## src/rtl/rsos_pkg.sv

```systemverilog
// package for the relay status output selector: register map, function codes,
// status flag carrier and timing constants.
// assumes a 20 MHz system clock and a 32-bit apb register bus.
package rsos_pkg;

    // ------------------------------------------------------------------
    // clock and timing
    // ------------------------------------------------------------------
    localparam longint unsigned RSOS_CLK_HZ       = 64'd20_000_000;
    localparam longint unsigned RSOS_PLC_PULSE_MS = 64'd250;   // plc cycle pulse width
    // pulse width in clock cycles, derived from the time and the rate
    localparam int unsigned RSOS_PLC_PULSE_CYC =
        int'((RSOS_PLC_PULSE_MS * RSOS_CLK_HZ) / 64'd1000);
    localparam logic [15:0] RSOS_DRV_OVL_LEAD_MS = 16'd10000; // 10 s lead before drive trip

    // ------------------------------------------------------------------
    // register map (byte offsets)
    // ------------------------------------------------------------------
    localparam logic [7:0] RSOS_OFF_FUNC_SEL  = 8'h00;
    localparam logic [7:0] RSOS_OFF_RUN_THR   = 8'h04;
    localparam logic [7:0] RSOS_OFF_MOT_THR   = 8'h08;
    localparam logic [7:0] RSOS_OFF_STATE     = 8'h0c;
    localparam logic [7:0] RSOS_OFF_INT_STAT  = 8'h10;
    localparam logic [7:0] RSOS_OFF_INT_MASK  = 8'h14;

    localparam logic [7:0]  RSOS_FUNC_SEL_RST = 8'h02;  // factory setting
    localparam logic [7:0]  RSOS_FUNC_MAX     = 8'h29;  // highest legal code, 41
    localparam logic [15:0] RSOS_RUN_THR_RST  = 16'h0000;
    localparam logic [15:0] RSOS_MOT_THR_RST  = 16'hffff;

    // interrupt status bit positions
    localparam int RSOS_IRQ_W        = 4;
    localparam int RSOS_IRQ_RISE     = 0;   // relay went on
    localparam int RSOS_IRQ_FALL     = 1;   // relay went off
    localparam int RSOS_IRQ_PLC      = 2;   // plc cycle pulse started
    localparam int RSOS_IRQ_BAD_CODE = 3;   // write of a code above 41 refused

    // state register bit positions
    localparam int RSOS_ST_RELAY     = 0;
    localparam int RSOS_ST_PLC_PULSE = 1;
    localparam int RSOS_ST_DRV_PRE   = 2;

    // ------------------------------------------------------------------
    // relay function codes
    // ------------------------------------------------------------------
    localparam logic [5:0] RSOS_F_NONE       = 6'h00;
    localparam logic [5:0] RSOS_F_RUNNING    = 6'h01;
    localparam logic [5:0] RSOS_F_FAULT_STOP = 6'h02;
    localparam logic [5:0] RSOS_F_ZERO_RUN   = 6'h05;
    localparam logic [5:0] RSOS_F_MOT_PRE    = 6'h06;
    localparam logic [5:0] RSOS_F_DRV_PRE    = 6'h07;
    localparam logic [5:0] RSOS_F_PLC_CYCLE  = 6'h0b;
    localparam logic [5:0] RSOS_F_RUN_TIME   = 6'h0c;
    localparam logic [5:0] RSOS_F_FREQ_LIM   = 6'h0d;
    localparam logic [5:0] RSOS_F_TORQ_LIM   = 6'h0e;
    localparam logic [5:0] RSOS_F_READY      = 6'h0f;
    localparam logic [5:0] RSOS_F_RSVD_16    = 6'h10;
    localparam logic [5:0] RSOS_F_UPPER      = 6'h11;
    localparam logic [5:0] RSOS_F_LOWER      = 6'h12;
    localparam logic [5:0] RSOS_F_UNDERVOLT  = 6'h13;
    localparam logic [5:0] RSOS_F_RSVD_21    = 6'h15;
    localparam logic [5:0] RSOS_F_RSVD_22    = 6'h16;
    localparam logic [5:0] RSOS_F_ZERO_ANY   = 6'h17;
    localparam int         RSOS_NUM_CODES    = 42;

    // ------------------------------------------------------------------
    // drive status flags, all from logic on clk_sys
    // ------------------------------------------------------------------
    typedef struct packed {
        logic        running;          // drive running, at any output frequency including zero
        logic        fault_stop;       // stopped because of a fault
        logic        out_freq_zero;    // output frequency equals zero
        logic        set_beyond_limit; // set frequency above upper or below lower limit
        logic        at_upper;         // operating frequency at upper limit
        logic        at_lower;         // operating frequency at lower limit
        logic        speed_mode;       // speed control mode selected
        logic        torque_at_limit;  // output torque at torque limit
        logic        stall_active;     // stall protection active
        logic        main_pwr_ok;      // main circuit supply stable
        logic        ctrl_pwr_ok;      // control circuit supply stable
        logic        fault_seen;       // any fault detected
        logic        run_permit;       // running permitted
        logic        undervolt;        // undervoltage condition
        logic        drv_ovl_active;   // drive overload integrator counting
        logic        plc_cycle_done;   // one-cycle strobe: sequencer finished a cycle
        logic [15:0] drv_ovl_left_ms;  // time left before drive overload trip
        logic [15:0] mot_ovl_level;    // motor overload accumulation level
        logic [15:0] run_time_acc;     // accumulated running time
    } rsos_status_t;

    typedef struct packed {
        logic       psel;
        logic       penable;
        logic       pwrite;
        logic [7:0] paddr;
        logic [31:0] pwdata;
    } rsos_apb_req_t;

endpackage

```

## src/rtl/rsos_relay_sel.sv

```systemverilog
// relay status output selector: picks one drive status condition by a stored
// function code and drives the multi-function relay, with an apb register file.
// assumes all status flags come from logic on clk_sys; the relay pin driver and
// contact sit outside this block.
//
// What this block does
// - function code holds 0 to 41, resets to 2
// - code 0 keeps the relay off always
// - code 1: relay on while running, even at zero output frequency
// - code 2: relay on while stopped by a fault
// - code 5: relay on only running at zero frequency, off when stopped
// - code 6: relay on once motor overload pre-alarm threshold is exceeded
// - code 7: relay on ten seconds before drive overload protection acts
// - code 11: a completed sequencer cycle gives a 250 ms relay pulse; a cycle ending inside a pulse restarts it
// - code 12: relay on once accumulated run time exceeds its threshold
// - code 13: set frequency beyond a limit and output at the upper or the lower limit
// - code 14: speed mode, torque at limit and stall protection active
// - code 15: power stable, no fault, running permitted
// - code 17: relay on while frequency is at upper limit
// - code 18: relay on at lower limit, off when stopped
// - code 19: relay on during undervoltage
// - code 23: relay on whenever output frequency is zero, even stopped
module rsos_relay_sel #(
    parameter int unsigned PLC_PULSE_CYC = rsos_pkg::RSOS_PLC_PULSE_CYC,
    parameter int          CNT_W         = 23,
    parameter logic [41:0] EXT_CONNECTED = 42'h000_0000_0000
) (
    // clock, reset, enable
    input  wire logic                  clk_sys,
    input  wire logic                  rst_n,
    input  wire logic                  clk_en,
    // apb slave
    input  wire logic                  psel,
    input  wire logic                  penable,
    input  wire logic                  pwrite,
    input  wire logic [7:0]            paddr,
    input  wire logic [31:0]           pwdata,
    output logic                       pready,
    output logic [31:0]                prdata,
    output logic                       pslverr,
    // drive status from internal logic
    input  wire rsos_pkg::rsos_status_t drv_status,
    input  wire logic [41:0]           ext_cond,
    // relay and interrupt
    output logic                       relay_output_one,
    output logic                       irq
);
    import rsos_pkg::*;

    // ------------------------------------------------------------------
    // elaboration checks
    // ------------------------------------------------------------------
    if (PLC_PULSE_CYC < 1 || PLC_PULSE_CYC >= (64'd1 << CNT_W)) begin : g_bad_pulse
        $error("PLC_PULSE_CYC must be at least 1 and fit in CNT_W bits");
    end
    if (EXT_CONNECTED[RSOS_F_RSVD_16] || EXT_CONNECTED[RSOS_F_RSVD_21]
        || EXT_CONNECTED[RSOS_F_RSVD_22]) begin : g_bad_ext
        $error("reserved codes cannot take an external flag");
    end

    // ------------------------------------------------------------------
    // registers
    // ------------------------------------------------------------------
    logic [7:0]            relay_function_select;
    logic [15:0]           cumulative_run_time_threshold;
    logic [15:0]           mot_prealarm_thr;
    logic [RSOS_IRQ_W-1:0] int_status;
    logic [RSOS_IRQ_W-1:0] int_mask;
    logic [CNT_W-1:0]      plc_cnt;
    logic                  plc_pulse;
    logic                  drv_pre;
    logic                  next_relay;
    logic                  code_ok;
    logic                  bad_code_evt;
    logic                  plc_start_evt;
    logic                  rise_evt;
    logic                  fall_evt;
    logic [RSOS_IRQ_W-1:0] set_vec;
    logic [RSOS_IRQ_W-1:0] clr_vec;
    rsos_apb_req_t         req;

    assign req = '{psel: psel, penable: penable, pwrite: pwrite, paddr: paddr, pwdata: pwdata};

    // ------------------------------------------------------------------
    // apb slave
    // ------------------------------------------------------------------
    // one wait state keeps pready, prdata and pslverr straight from flops
    logic acc_done;
    logic wr_fire;
    logic [31:0] rd_mux;
    logic        rd_err;

    assign acc_done = req.psel & req.penable & pready;
    assign wr_fire  = acc_done & req.pwrite & ~pslverr;

    // a code above 41 is never stored; the write answers with an error
    assign code_ok = req.pwdata[7:0] <= RSOS_FUNC_MAX;

    // read mux and error decode for the access in progress
    always_comb begin
        rd_mux = 32'h0000_0000;
        rd_err = 1'b0;
        case (req.paddr)
            RSOS_OFF_FUNC_SEL: begin
                rd_mux[7:0] = relay_function_select;
                rd_err      = req.pwrite & ~code_ok;
            end
            RSOS_OFF_RUN_THR:  rd_mux[15:0] = cumulative_run_time_threshold;
            RSOS_OFF_MOT_THR:  rd_mux[15:0] = mot_prealarm_thr;
            RSOS_OFF_STATE: begin
                rd_mux[RSOS_ST_RELAY]     = relay_output_one;
                rd_mux[RSOS_ST_PLC_PULSE] = plc_pulse;
                rd_mux[RSOS_ST_DRV_PRE]   = drv_pre;
            end
            RSOS_OFF_INT_STAT: rd_mux[RSOS_IRQ_W-1:0] = int_status;
            RSOS_OFF_INT_MASK: rd_mux[RSOS_IRQ_W-1:0] = int_mask;
            default:           rd_err = 1'b1;
        endcase
    end

    // answer handshake: pready rises in the second access cycle
    always_ff @(posedge clk_sys) begin
        if (!rst_n) begin
            pready  <= 1'b0;
            prdata  <= 32'h0000_0000;
            pslverr <= 1'b0;
        end else if (clk_en) begin
            pready  <= req.psel & req.penable & ~pready;
            prdata  <= (req.psel & req.penable & ~pready & ~req.pwrite) ? rd_mux : 32'h0000_0000;
            pslverr <= req.psel & req.penable & ~pready & rd_err;
        end
    end

    // software-written configuration
    always_ff @(posedge clk_sys) begin
        if (!rst_n) begin
            relay_function_select         <= RSOS_FUNC_SEL_RST;
            cumulative_run_time_threshold <= RSOS_RUN_THR_RST;
            mot_prealarm_thr              <= RSOS_MOT_THR_RST;
            int_mask                      <= '0;
        end else if (clk_en && wr_fire) begin
            case (req.paddr)
                RSOS_OFF_FUNC_SEL: relay_function_select <= req.pwdata[7:0];
                RSOS_OFF_RUN_THR:  cumulative_run_time_threshold <= req.pwdata[15:0];
                RSOS_OFF_MOT_THR:  mot_prealarm_thr <= req.pwdata[15:0];
                RSOS_OFF_INT_MASK: int_mask <= req.pwdata[RSOS_IRQ_W-1:0];
                default: ;
            endcase
        end
    end

    // ------------------------------------------------------------------
    // plc cycle pulse stretcher
    // ------------------------------------------------------------------
    // a new cycle strobe during a pulse restarts the full width, so back to
    // back cycles never give a pulse shorter than the set width
    assign plc_start_evt = drv_status.plc_cycle_done;

    always_ff @(posedge clk_sys) begin
        if (!rst_n) begin
            plc_cnt   <= '0;
            plc_pulse <= 1'b0;
        end else if (clk_en) begin
            if (plc_start_evt) begin
                plc_cnt   <= CNT_W'(PLC_PULSE_CYC - 1);
                plc_pulse <= 1'b1;
            end else if (plc_cnt != '0) begin
                plc_cnt <= plc_cnt - 1'b1;
            end else begin
                plc_pulse <= 1'b0;
            end
        end
    end

    // ------------------------------------------------------------------
    // drive overload pre-alarm
    // ------------------------------------------------------------------
    // the overload integrator reports time left; warn once it is inside the lead
    always_ff @(posedge clk_sys) begin
        if (!rst_n) begin
            drv_pre <= 1'b0;
        end else if (clk_en) begin
            drv_pre <= drv_status.drv_ovl_active
                     & (drv_status.drv_ovl_left_ms <= RSOS_DRV_OVL_LEAD_MS);
        end
    end

    // ------------------------------------------------------------------
    // condition selector
    // ------------------------------------------------------------------
    always_comb begin
        code_sel_blk: begin
            logic [5:0] code;
            code = relay_function_select[5:0];
            case (code)
                RSOS_F_NONE:       next_relay = 1'b0;
                RSOS_F_RUNNING:    next_relay = drv_status.running;
                RSOS_F_FAULT_STOP: next_relay = drv_status.fault_stop;
                RSOS_F_ZERO_RUN:   next_relay = drv_status.running
                                              & drv_status.out_freq_zero;
                RSOS_F_MOT_PRE:    next_relay = drv_status.mot_ovl_level
                                              > mot_prealarm_thr;
                RSOS_F_DRV_PRE:    next_relay = drv_pre;
                RSOS_F_PLC_CYCLE:  next_relay = plc_pulse;
                RSOS_F_RUN_TIME:   next_relay = drv_status.run_time_acc
                                              > cumulative_run_time_threshold;
                RSOS_F_FREQ_LIM:   next_relay = drv_status.set_beyond_limit
                                              & (drv_status.at_upper
                                                 | drv_status.at_lower);
                RSOS_F_TORQ_LIM:   next_relay = drv_status.speed_mode
                                              & drv_status.torque_at_limit
                                              & drv_status.stall_active;
                RSOS_F_READY:      next_relay = drv_status.main_pwr_ok
                                              & drv_status.ctrl_pwr_ok
                                              & ~drv_status.fault_seen
                                              & drv_status.run_permit;
                RSOS_F_UPPER:      next_relay = drv_status.at_upper;
                RSOS_F_LOWER:      next_relay = drv_status.at_lower
                                              & drv_status.running;
                RSOS_F_UNDERVOLT:  next_relay = drv_status.undervolt;
                RSOS_F_ZERO_ANY:   next_relay = drv_status.out_freq_zero
                                              | ~drv_status.running;
                RSOS_F_RSVD_16,
                RSOS_F_RSVD_21,
                RSOS_F_RSVD_22:    next_relay = 1'b0;
                default: begin
                    // conditions computed elsewhere come in on ext_cond
                    if (code < 6'(RSOS_NUM_CODES)) begin
                        next_relay = EXT_CONNECTED[code] & ext_cond[code];
                    end else begin
                        next_relay = 1'b0;
                    end
                end
            endcase
        end
    end

    // relay follows the selection every enabled clock
    always_ff @(posedge clk_sys) begin
        if (!rst_n) begin
            relay_output_one <= 1'b0;
        end else if (clk_en) begin
            relay_output_one <= next_relay;
        end
    end

    // ------------------------------------------------------------------
    // interrupts
    // ------------------------------------------------------------------
    assign rise_evt     = next_relay & ~relay_output_one;
    assign fall_evt     = ~next_relay & relay_output_one;
    assign bad_code_evt = acc_done & req.pwrite & (req.paddr == RSOS_OFF_FUNC_SEL) & pslverr;

    always_comb begin
        set_vec                    = '0;
        set_vec[RSOS_IRQ_RISE]     = rise_evt;
        set_vec[RSOS_IRQ_FALL]     = fall_evt;
        set_vec[RSOS_IRQ_PLC]      = plc_start_evt;
        set_vec[RSOS_IRQ_BAD_CODE] = bad_code_evt;
        clr_vec = (wr_fire && req.paddr == RSOS_OFF_INT_STAT) ? req.pwdata[RSOS_IRQ_W-1:0] : '0;
    end

    // write one to clear; a new event in the clearing cycle wins
    always_ff @(posedge clk_sys) begin
        if (!rst_n) begin
            int_status <= '0;
        end else if (clk_en) begin
            int_status <= (int_status & ~clr_vec) | set_vec;
        end
    end

    always_ff @(posedge clk_sys) begin
        if (!rst_n) begin
            irq <= 1'b0;
        end else if (clk_en) begin
            irq <= |(int_status & int_mask);
        end
    end

endmodule

```

## config.mk

```make
export PLATFORM = sky130hd
export DESIGN_NAME = rsos_relay_sel
export DESIGN_NICKNAME = d
export VERILOG_FILES = /design/src/rtl/rsos_pkg.sv /design/src/rtl/rsos_relay_sel.sv
export SDC_FILE = /design/constraint.sdc
export NUM_CORES = 1
export LEC_CHECK = 0
export ABC_AREA = 1
export BUFFER_PORTS_ARGS = -buffer_cell sky130_fd_sc_hd__buf_4
export CORE_ASPECT_RATIO = 0.9
export CORE_MARGIN = 2
export CORE_UTILIZATION = 34
export CTS_CLUSTER_DIAMETER = 30
export DETAILED_ROUTE_END_ITERATION = 10
export PLACE_DENSITY = 0.69
export SLEW_MARGIN = 10
export SYNTH_ARGS = -nofsm -noshare
export SYNTH_HDL_FRONTEND = slang
export SYNTH_SLANG_ARGS = --single-unit
```

## constraint.sdc

```tcl
create_clock -name clk_sys -period 4.4 [get_ports clk_sys]
set_input_delay 0 -clock clk_sys [delete_from_list [all_inputs] [get_ports clk_sys]]
set_output_delay 0 -clock clk_sys [all_outputs]
set_load 0.05 [all_outputs]
```

; ---- Yosys cells after proc, flatten, opt, wreduce, memory -nomap -nowiden
; Memory sizes are Yosys's and may differ from the RTL's. A register that Yosys moved wholly into a read port is not among the register bits.
; Cells that the tools add are included.
[op_classes]
n_addsub = 1
order_cmp = 6
n_eq_ne = 23
muxes = 18
n_bitwise = 36
reduce_logical = 15
[op_table]
columns = cell, count
row1 = 23-bit 2-to-1 mux, 2
row2 = "6-bit by 5-bit == test with 1-bit output, second input constant", 7
row3 = 16-bit greater-than comparator, 2
row4 = "6-bit by 4-bit == test with 1-bit output, second input constant", 5
row5 = 23-bit nonzero test, 1
row6 = "23-bit by 1-bit subtractor with 23-bit output, second input constant", 1
row7 = 1-bit bitwise AND, 22
row8 = "6-bit by 3-bit == test with 1-bit output, second input constant", 3
row9 = 3-bit case mux with 6 select lines, 1
row10 = "8-bit by 4-bit == test with 1-bit output, second input constant", 2
row11 = "8-bit by 5-bit == test with 1-bit output, second input constant", 2
row12 = "16-bit by 14-bit <= comparator with 1-bit output, second input constant", 1
row13 = 16-bit 2-to-1 mux, 1
row14 = 8-bit case mux with 2 select lines, 1
row15 = 1-bit case mux with 15 select lines, 1
row16 = 6-bit 2-to-1 mux, 2
row17 = 4-bit case mux with 3 select lines, 1
row18 = 2-bit AND reduction, 6
row19 = 4-bit bitwise AND, 2
row20 = "8-bit by 3-bit == test with 1-bit output, second input constant", 1
row21 = "8-bit by 6-bit <= comparator with 1-bit output, second input constant", 1
row22 = 8-bit zero test, 1
row23 = 1-bit inverter, 8
row24 = 4-bit OR reduction, 2
row25 = 17 further kinds, 23
[totals]
register_bits = 109
mem_bits_ro = 64
output_inout_bits = 36
n_memories = 1
[mem_list]
columns = memory, depth, width, rd, rd_ports_with_merged_regs, write_ports, line
row1 = (name not given), 64, 1, 1, 1, 0, rsos_relay_sel.sv:229  ; next_relay = EXT_CONNECTED[code] & ext_cond[code];

; ---- Depth between registers and ports, before layout
[depth]
depth_word = 9
ltp_mapped = 15

; ---- Least setup slack after synthesis
; OpenSTA, ideal clock, no wires.
[synth_path]
path_type = reg2reg
start = register pready
end = register cumulative_run_time_threshold[10]
setup_time_ns = 0.117
t_arrival_ns = 1.562
required_time_ns = 4.283
slack_ns = 2.721
path_stages_with_launch = 9
n_path_buf = 1
synth_period_minus_slack_ns = 1.679
path_cell_list = dfxtp_1 > nand4_1 > nor3_2 > inv_2 > nor2_4 > inv_2 > buf_6 > o21ai_1 > a21oi_1
[synth_between]
elab_chain_cells = 5
[synth_rtl]
columns = element, line
row1 = start: declaration, rsos_relay_sel.sv:38  ; output logic pready,
row2 = start signal: assignment, rsos_relay_sel.sv:128  ; pready <= req.psel & req.penable & ~pready;
row3 = 1-bit bitwise AND, rsos_relay_sel.sv:93  ; assign acc_done = req.psel & req.penable & pready;
row4 = 1-bit bitwise AND (2 in a row), rsos_relay_sel.sv:94  ; assign wr_fire = acc_done & req.pwrite & ~pslverr;
row5 = 1-bit logical AND, rsos_relay_sel.sv:141  ; end else if (clk_en && wr_fire) begin
row6 = 2-bit AND reduction (no source line), -
row7 = end signal: assignment, rsos_relay_sel.sv:144  ; RSOS_OFF_RUN_THR: cumulative_run_time_threshold <= req.pwdata[15:0];
row8 = end: declaration, rsos_relay_sel.sv:65  ; logic [15:0] cumulative_run_time_threshold;
; No other way between the ends.
; A chain may end at the register's enable or synchronous reset.

; ---- Final worst setup path
[layout_path]
start = register pready
end = register mot_prealarm_thr[8]
[layout_between]
elab_chain_cells = 5
[layout_rtl]
columns = element, line
row1 = 1-bit bitwise AND, rsos_relay_sel.sv:93
row2 = 1-bit bitwise AND (2 in a row), rsos_relay_sel.sv:94
row3 = 1-bit logical AND, rsos_relay_sel.sv:141
row4 = 2-bit AND reduction (no source line), -
row5 = end signal: assignment, rsos_relay_sel.sv:145  ; RSOS_OFF_MOT_THR: mot_prealarm_thr <= req.pwdata[15:0];
row6 = end: declaration, rsos_relay_sel.sv:66  ; logic [15:0] mot_prealarm_thr;
; No other way between the ends.

==> flow_metrics.tcl <==
set metrics [dict create \
    finalInstanceArea_um2 6990 \
    worstPathMaxFanout 31 \
    grt_antenna_before_repair 0 \
    final_util_pct 43.2 \
    end_kind "flop" \
    ys_async_sr_fraction_pct 0 \
    synthFlopType "dfxtp_1" \
    finalSetupViolations 0 \
    yosysUniqueCellTypes 43 \
    hold_depth 4 \
    io_pins 188 \
    skew_ps 7.07 \
    fillers 1681 \
    path_depth 6 \
    hp-class "input pin to flop" \
    hold_violations 0 \
    path_buf_inv 1 \
    clk_path_buf_depth 2 \
    synth_cells 827 \
    fmax_mhz 476 \
    met3_usage_pct 2.57 \
    p_per_area_nw_per_um2 283 \
    ys_seq_area_share_pct 32.9 \
    hold_ws_ps 43.2 \
    grt_max_degree 48 \
    gp_congestion 0.919 \
    synth-edff-count 0 \
    gr-usage-met1_pct 24.0 \
    syn_area_per_cell_um2 6.83 \
    fin_ws_ps 2300 \
    start_util_pct 34.9 \
    grt_pass1_vias 5249 \
    period_minus_slack_ps 2100 \
    die_area_um2 17700 \
    fin_cells 1153 \
    setup-tns-final_ps 0 \
    dp_cells 1118 \
    critPathLaunchType "flop" \
    r2r_cells 6 \
    hpwlAfterDp_um 11600 \
    drive_gt1_share_pct 17.3 \
    slowest_stage "nor2_2" \
    yosysWarnings 0 \
    drt-total-wl_um 15100 \
    overflow 0 \
    max_slew_margin_pct 27.8 \
    cp.arrival_ps 2380 \
    rsz0062_at_grt "false" \
    clock-sinks 93 \
    drv_slew 0 \
    diodes 0 \
    dp_slack_ps 2280 \
    io_buffers 113 \
    fin_crit_sh_pct 47.8 \
    dpl_cell_area_um2 6520 \
    tightest_slew_ps 1080 \
    wl_per_cell_um 13.1 \
    grtUsageTotal_pct 17.4 \
    routed_via_density 4.84 \
    die_h_um 126 \
    grt_pass1_wl_um 25100 \
    crit_type "flop to flop" \
    clkLatencyLatePin_ps 350 \
    synth_area_um2 5650 \
    cts_root_buffer "clkbuf_16" \
    cts_made_buffers 9 \
    first_pass_iters 5 \
    peakVddDrop_mv 0.218 \
    vias 5583 \
    drc 0 \
    worstPathCellList "nand4_1 -> nor3_2 -> inv_2 -> nor2_2 -> nand2_1 -> o211ai_1" \
    slowest_delay_ps 830 \
    cts_tree "done" \
    p_leak_nw 3.20 \
    ys_ff_latch 93 \
    syn2layout_area_growth_pct 23.6 \
    die_w_um 140 \
    busiest_layer "met2" \
    finalPower_mw 1.98 \
    post_cts_resized 0 \
    met2_usage_pct 27.6 \
    final_antenna_net_count 0 \
    status "finished, final reports clean" \
    core_area_um2 16200 \
    cp_top_family "simple AND/OR/NAND/NOR gates" \
    drtIter0Drc 424 \
    htreeDepth 3 \
    crit_required_ps 4670 \
    clkSlewWorstSetupHoldPaths_ps 70 \
    rows 44 \
    fin_nets 1126 \
    cts-hold-fix-buffers 19 \
    drv_cap 0 \
    post-cts-setup-buffers 0 \
]
==> synth_stat cells, types with 4 or more instances <==
master | instances | share of area (%)
nor3_1 | 4 | 0.35
clkbuf_1 | 13 | 0.86
nor2_1 | 85 | 5.6
o211ai_1 | 18 | 2.4
ha_1 | 33 | 7.3
buf_6 | 6 | 1.2
nand4_1 | 10 | 1.1
inv_1 | 94 | 6.2
o21ai_1 | 12 | 1.1
xor2_1 | 9 | 1.4
dfxtp_1 | 93 | 33
buf_4 | 22 | 2.9
nand2_1 | 185 | 12
o21ai_0 | 47 | 4.2
inv_2 | 8 | 0.53
nor2_2 | 7 | 0.77
xnor2_1 | 4 | 0.62
nand2_2 | 4 | 0.44
a21oi_1 | 94 | 8.3
o221ai_1 | 4 | 0.62
or2_2 | 6 | 0.66
o22ai_1 | 10 | 1.1
nand3_1 | 32 | 2.8
==> path summary, 6_finish.rpt <==
check	from	endpoint	slack, ps
worst min-delay path	paddr[3]	prdata[5]	40
worst min register to register	prdata[3]	prdata[3]	470
worst max register to register	pready	mot_prealarm_thr[8]	2300
worst max-delay path	pready	mot_prealarm_thr[8]	2300
==> routing by layer <==
metal  wire length (um)  share of wire (%)
met1               7330                 48
met2               6600                 44
met3                830                5.5
met4                362                2.4
met5                  0                  0
==> power by group <==
part / switching, mW / leakage, nW / internal (mW)
Sequential: 0.0221 / 0.755 / 0.863
Combinational: 0.211 / 2.31 / 0.144
Clock: 0.340 / 0.136 / 0.400
==> final cells by class <==
class | instances | area, um2 | share of cell area (%)
inverters | 102 | 383 | 5.48
well taps | 207 | 259 | 3.71
flip-flops and latches | 93 | 1860 | 26.6
clock inverters | 5 | 35.0 | 0.501
multi-input cells | 603 | 3170 | 45.3
clock buffers | 11 | 243 | 3.47
repair buffers | 132 | 1040 | 14.9
==> state kept, by name, summed over array words and instances (netlist names) <==
| signal | cells |
|---|---|
| pslverr | 1 |
| pready | 1 |
| relay_function_select | 8 |
| mot_prealarm_thr | 16 |
| drv_pre | 1 |
| cumulative_run_time_threshold | 16 |
| irq | 1 |
| plc_cnt | 23 |
| int_status | 4 |
| prdata | 16 |
| plc_pulse | 1 |
| int_mask | 4 |
| relay_output_one | 1 |
==> layout by cell type (no fill, tap or decap), drive strengths merged, types with 4 or more instances in the layout <==
cell         synthesis  routed
nand2              189     189
buf                 31     113
inv                102     103
a21oi               95      95
nor2                94      94
dfxtp               93      93
o21ai               61      61
ha                  33      33
nand3               32      32
dlygate4sd3          0      19
o211ai              18      18
conb                 1      16
nand4               11      11
clkbuf              13      11
o22ai               10      10
xor2                 9       9
nor3                 8       8
or2                  6       6
xnor2                4       4
o221ai               4       4
==> cells by family after synthesis <==
family                   share of synthesized area [%]
other                                           0.0664
AO/OA/AOI/OAI                                     19.2
XOR/XNOR                                          2.02
flip-flops                                        32.9
AND/OR/NAND/NOR                                   26.4
adder cells (fa/ha/maj)                           7.31
buffers and inverters                             12.0
==> worst min-delay path: cells and delay by family <==
family / cells / cell delay (ps)
buffers and inverters: 1 / 140
and+or+nand+nor: 1 / 60
AOI/OAI and AO/OA: 2 / 150
Note: power is estimated with default switching activity, not from simulation.
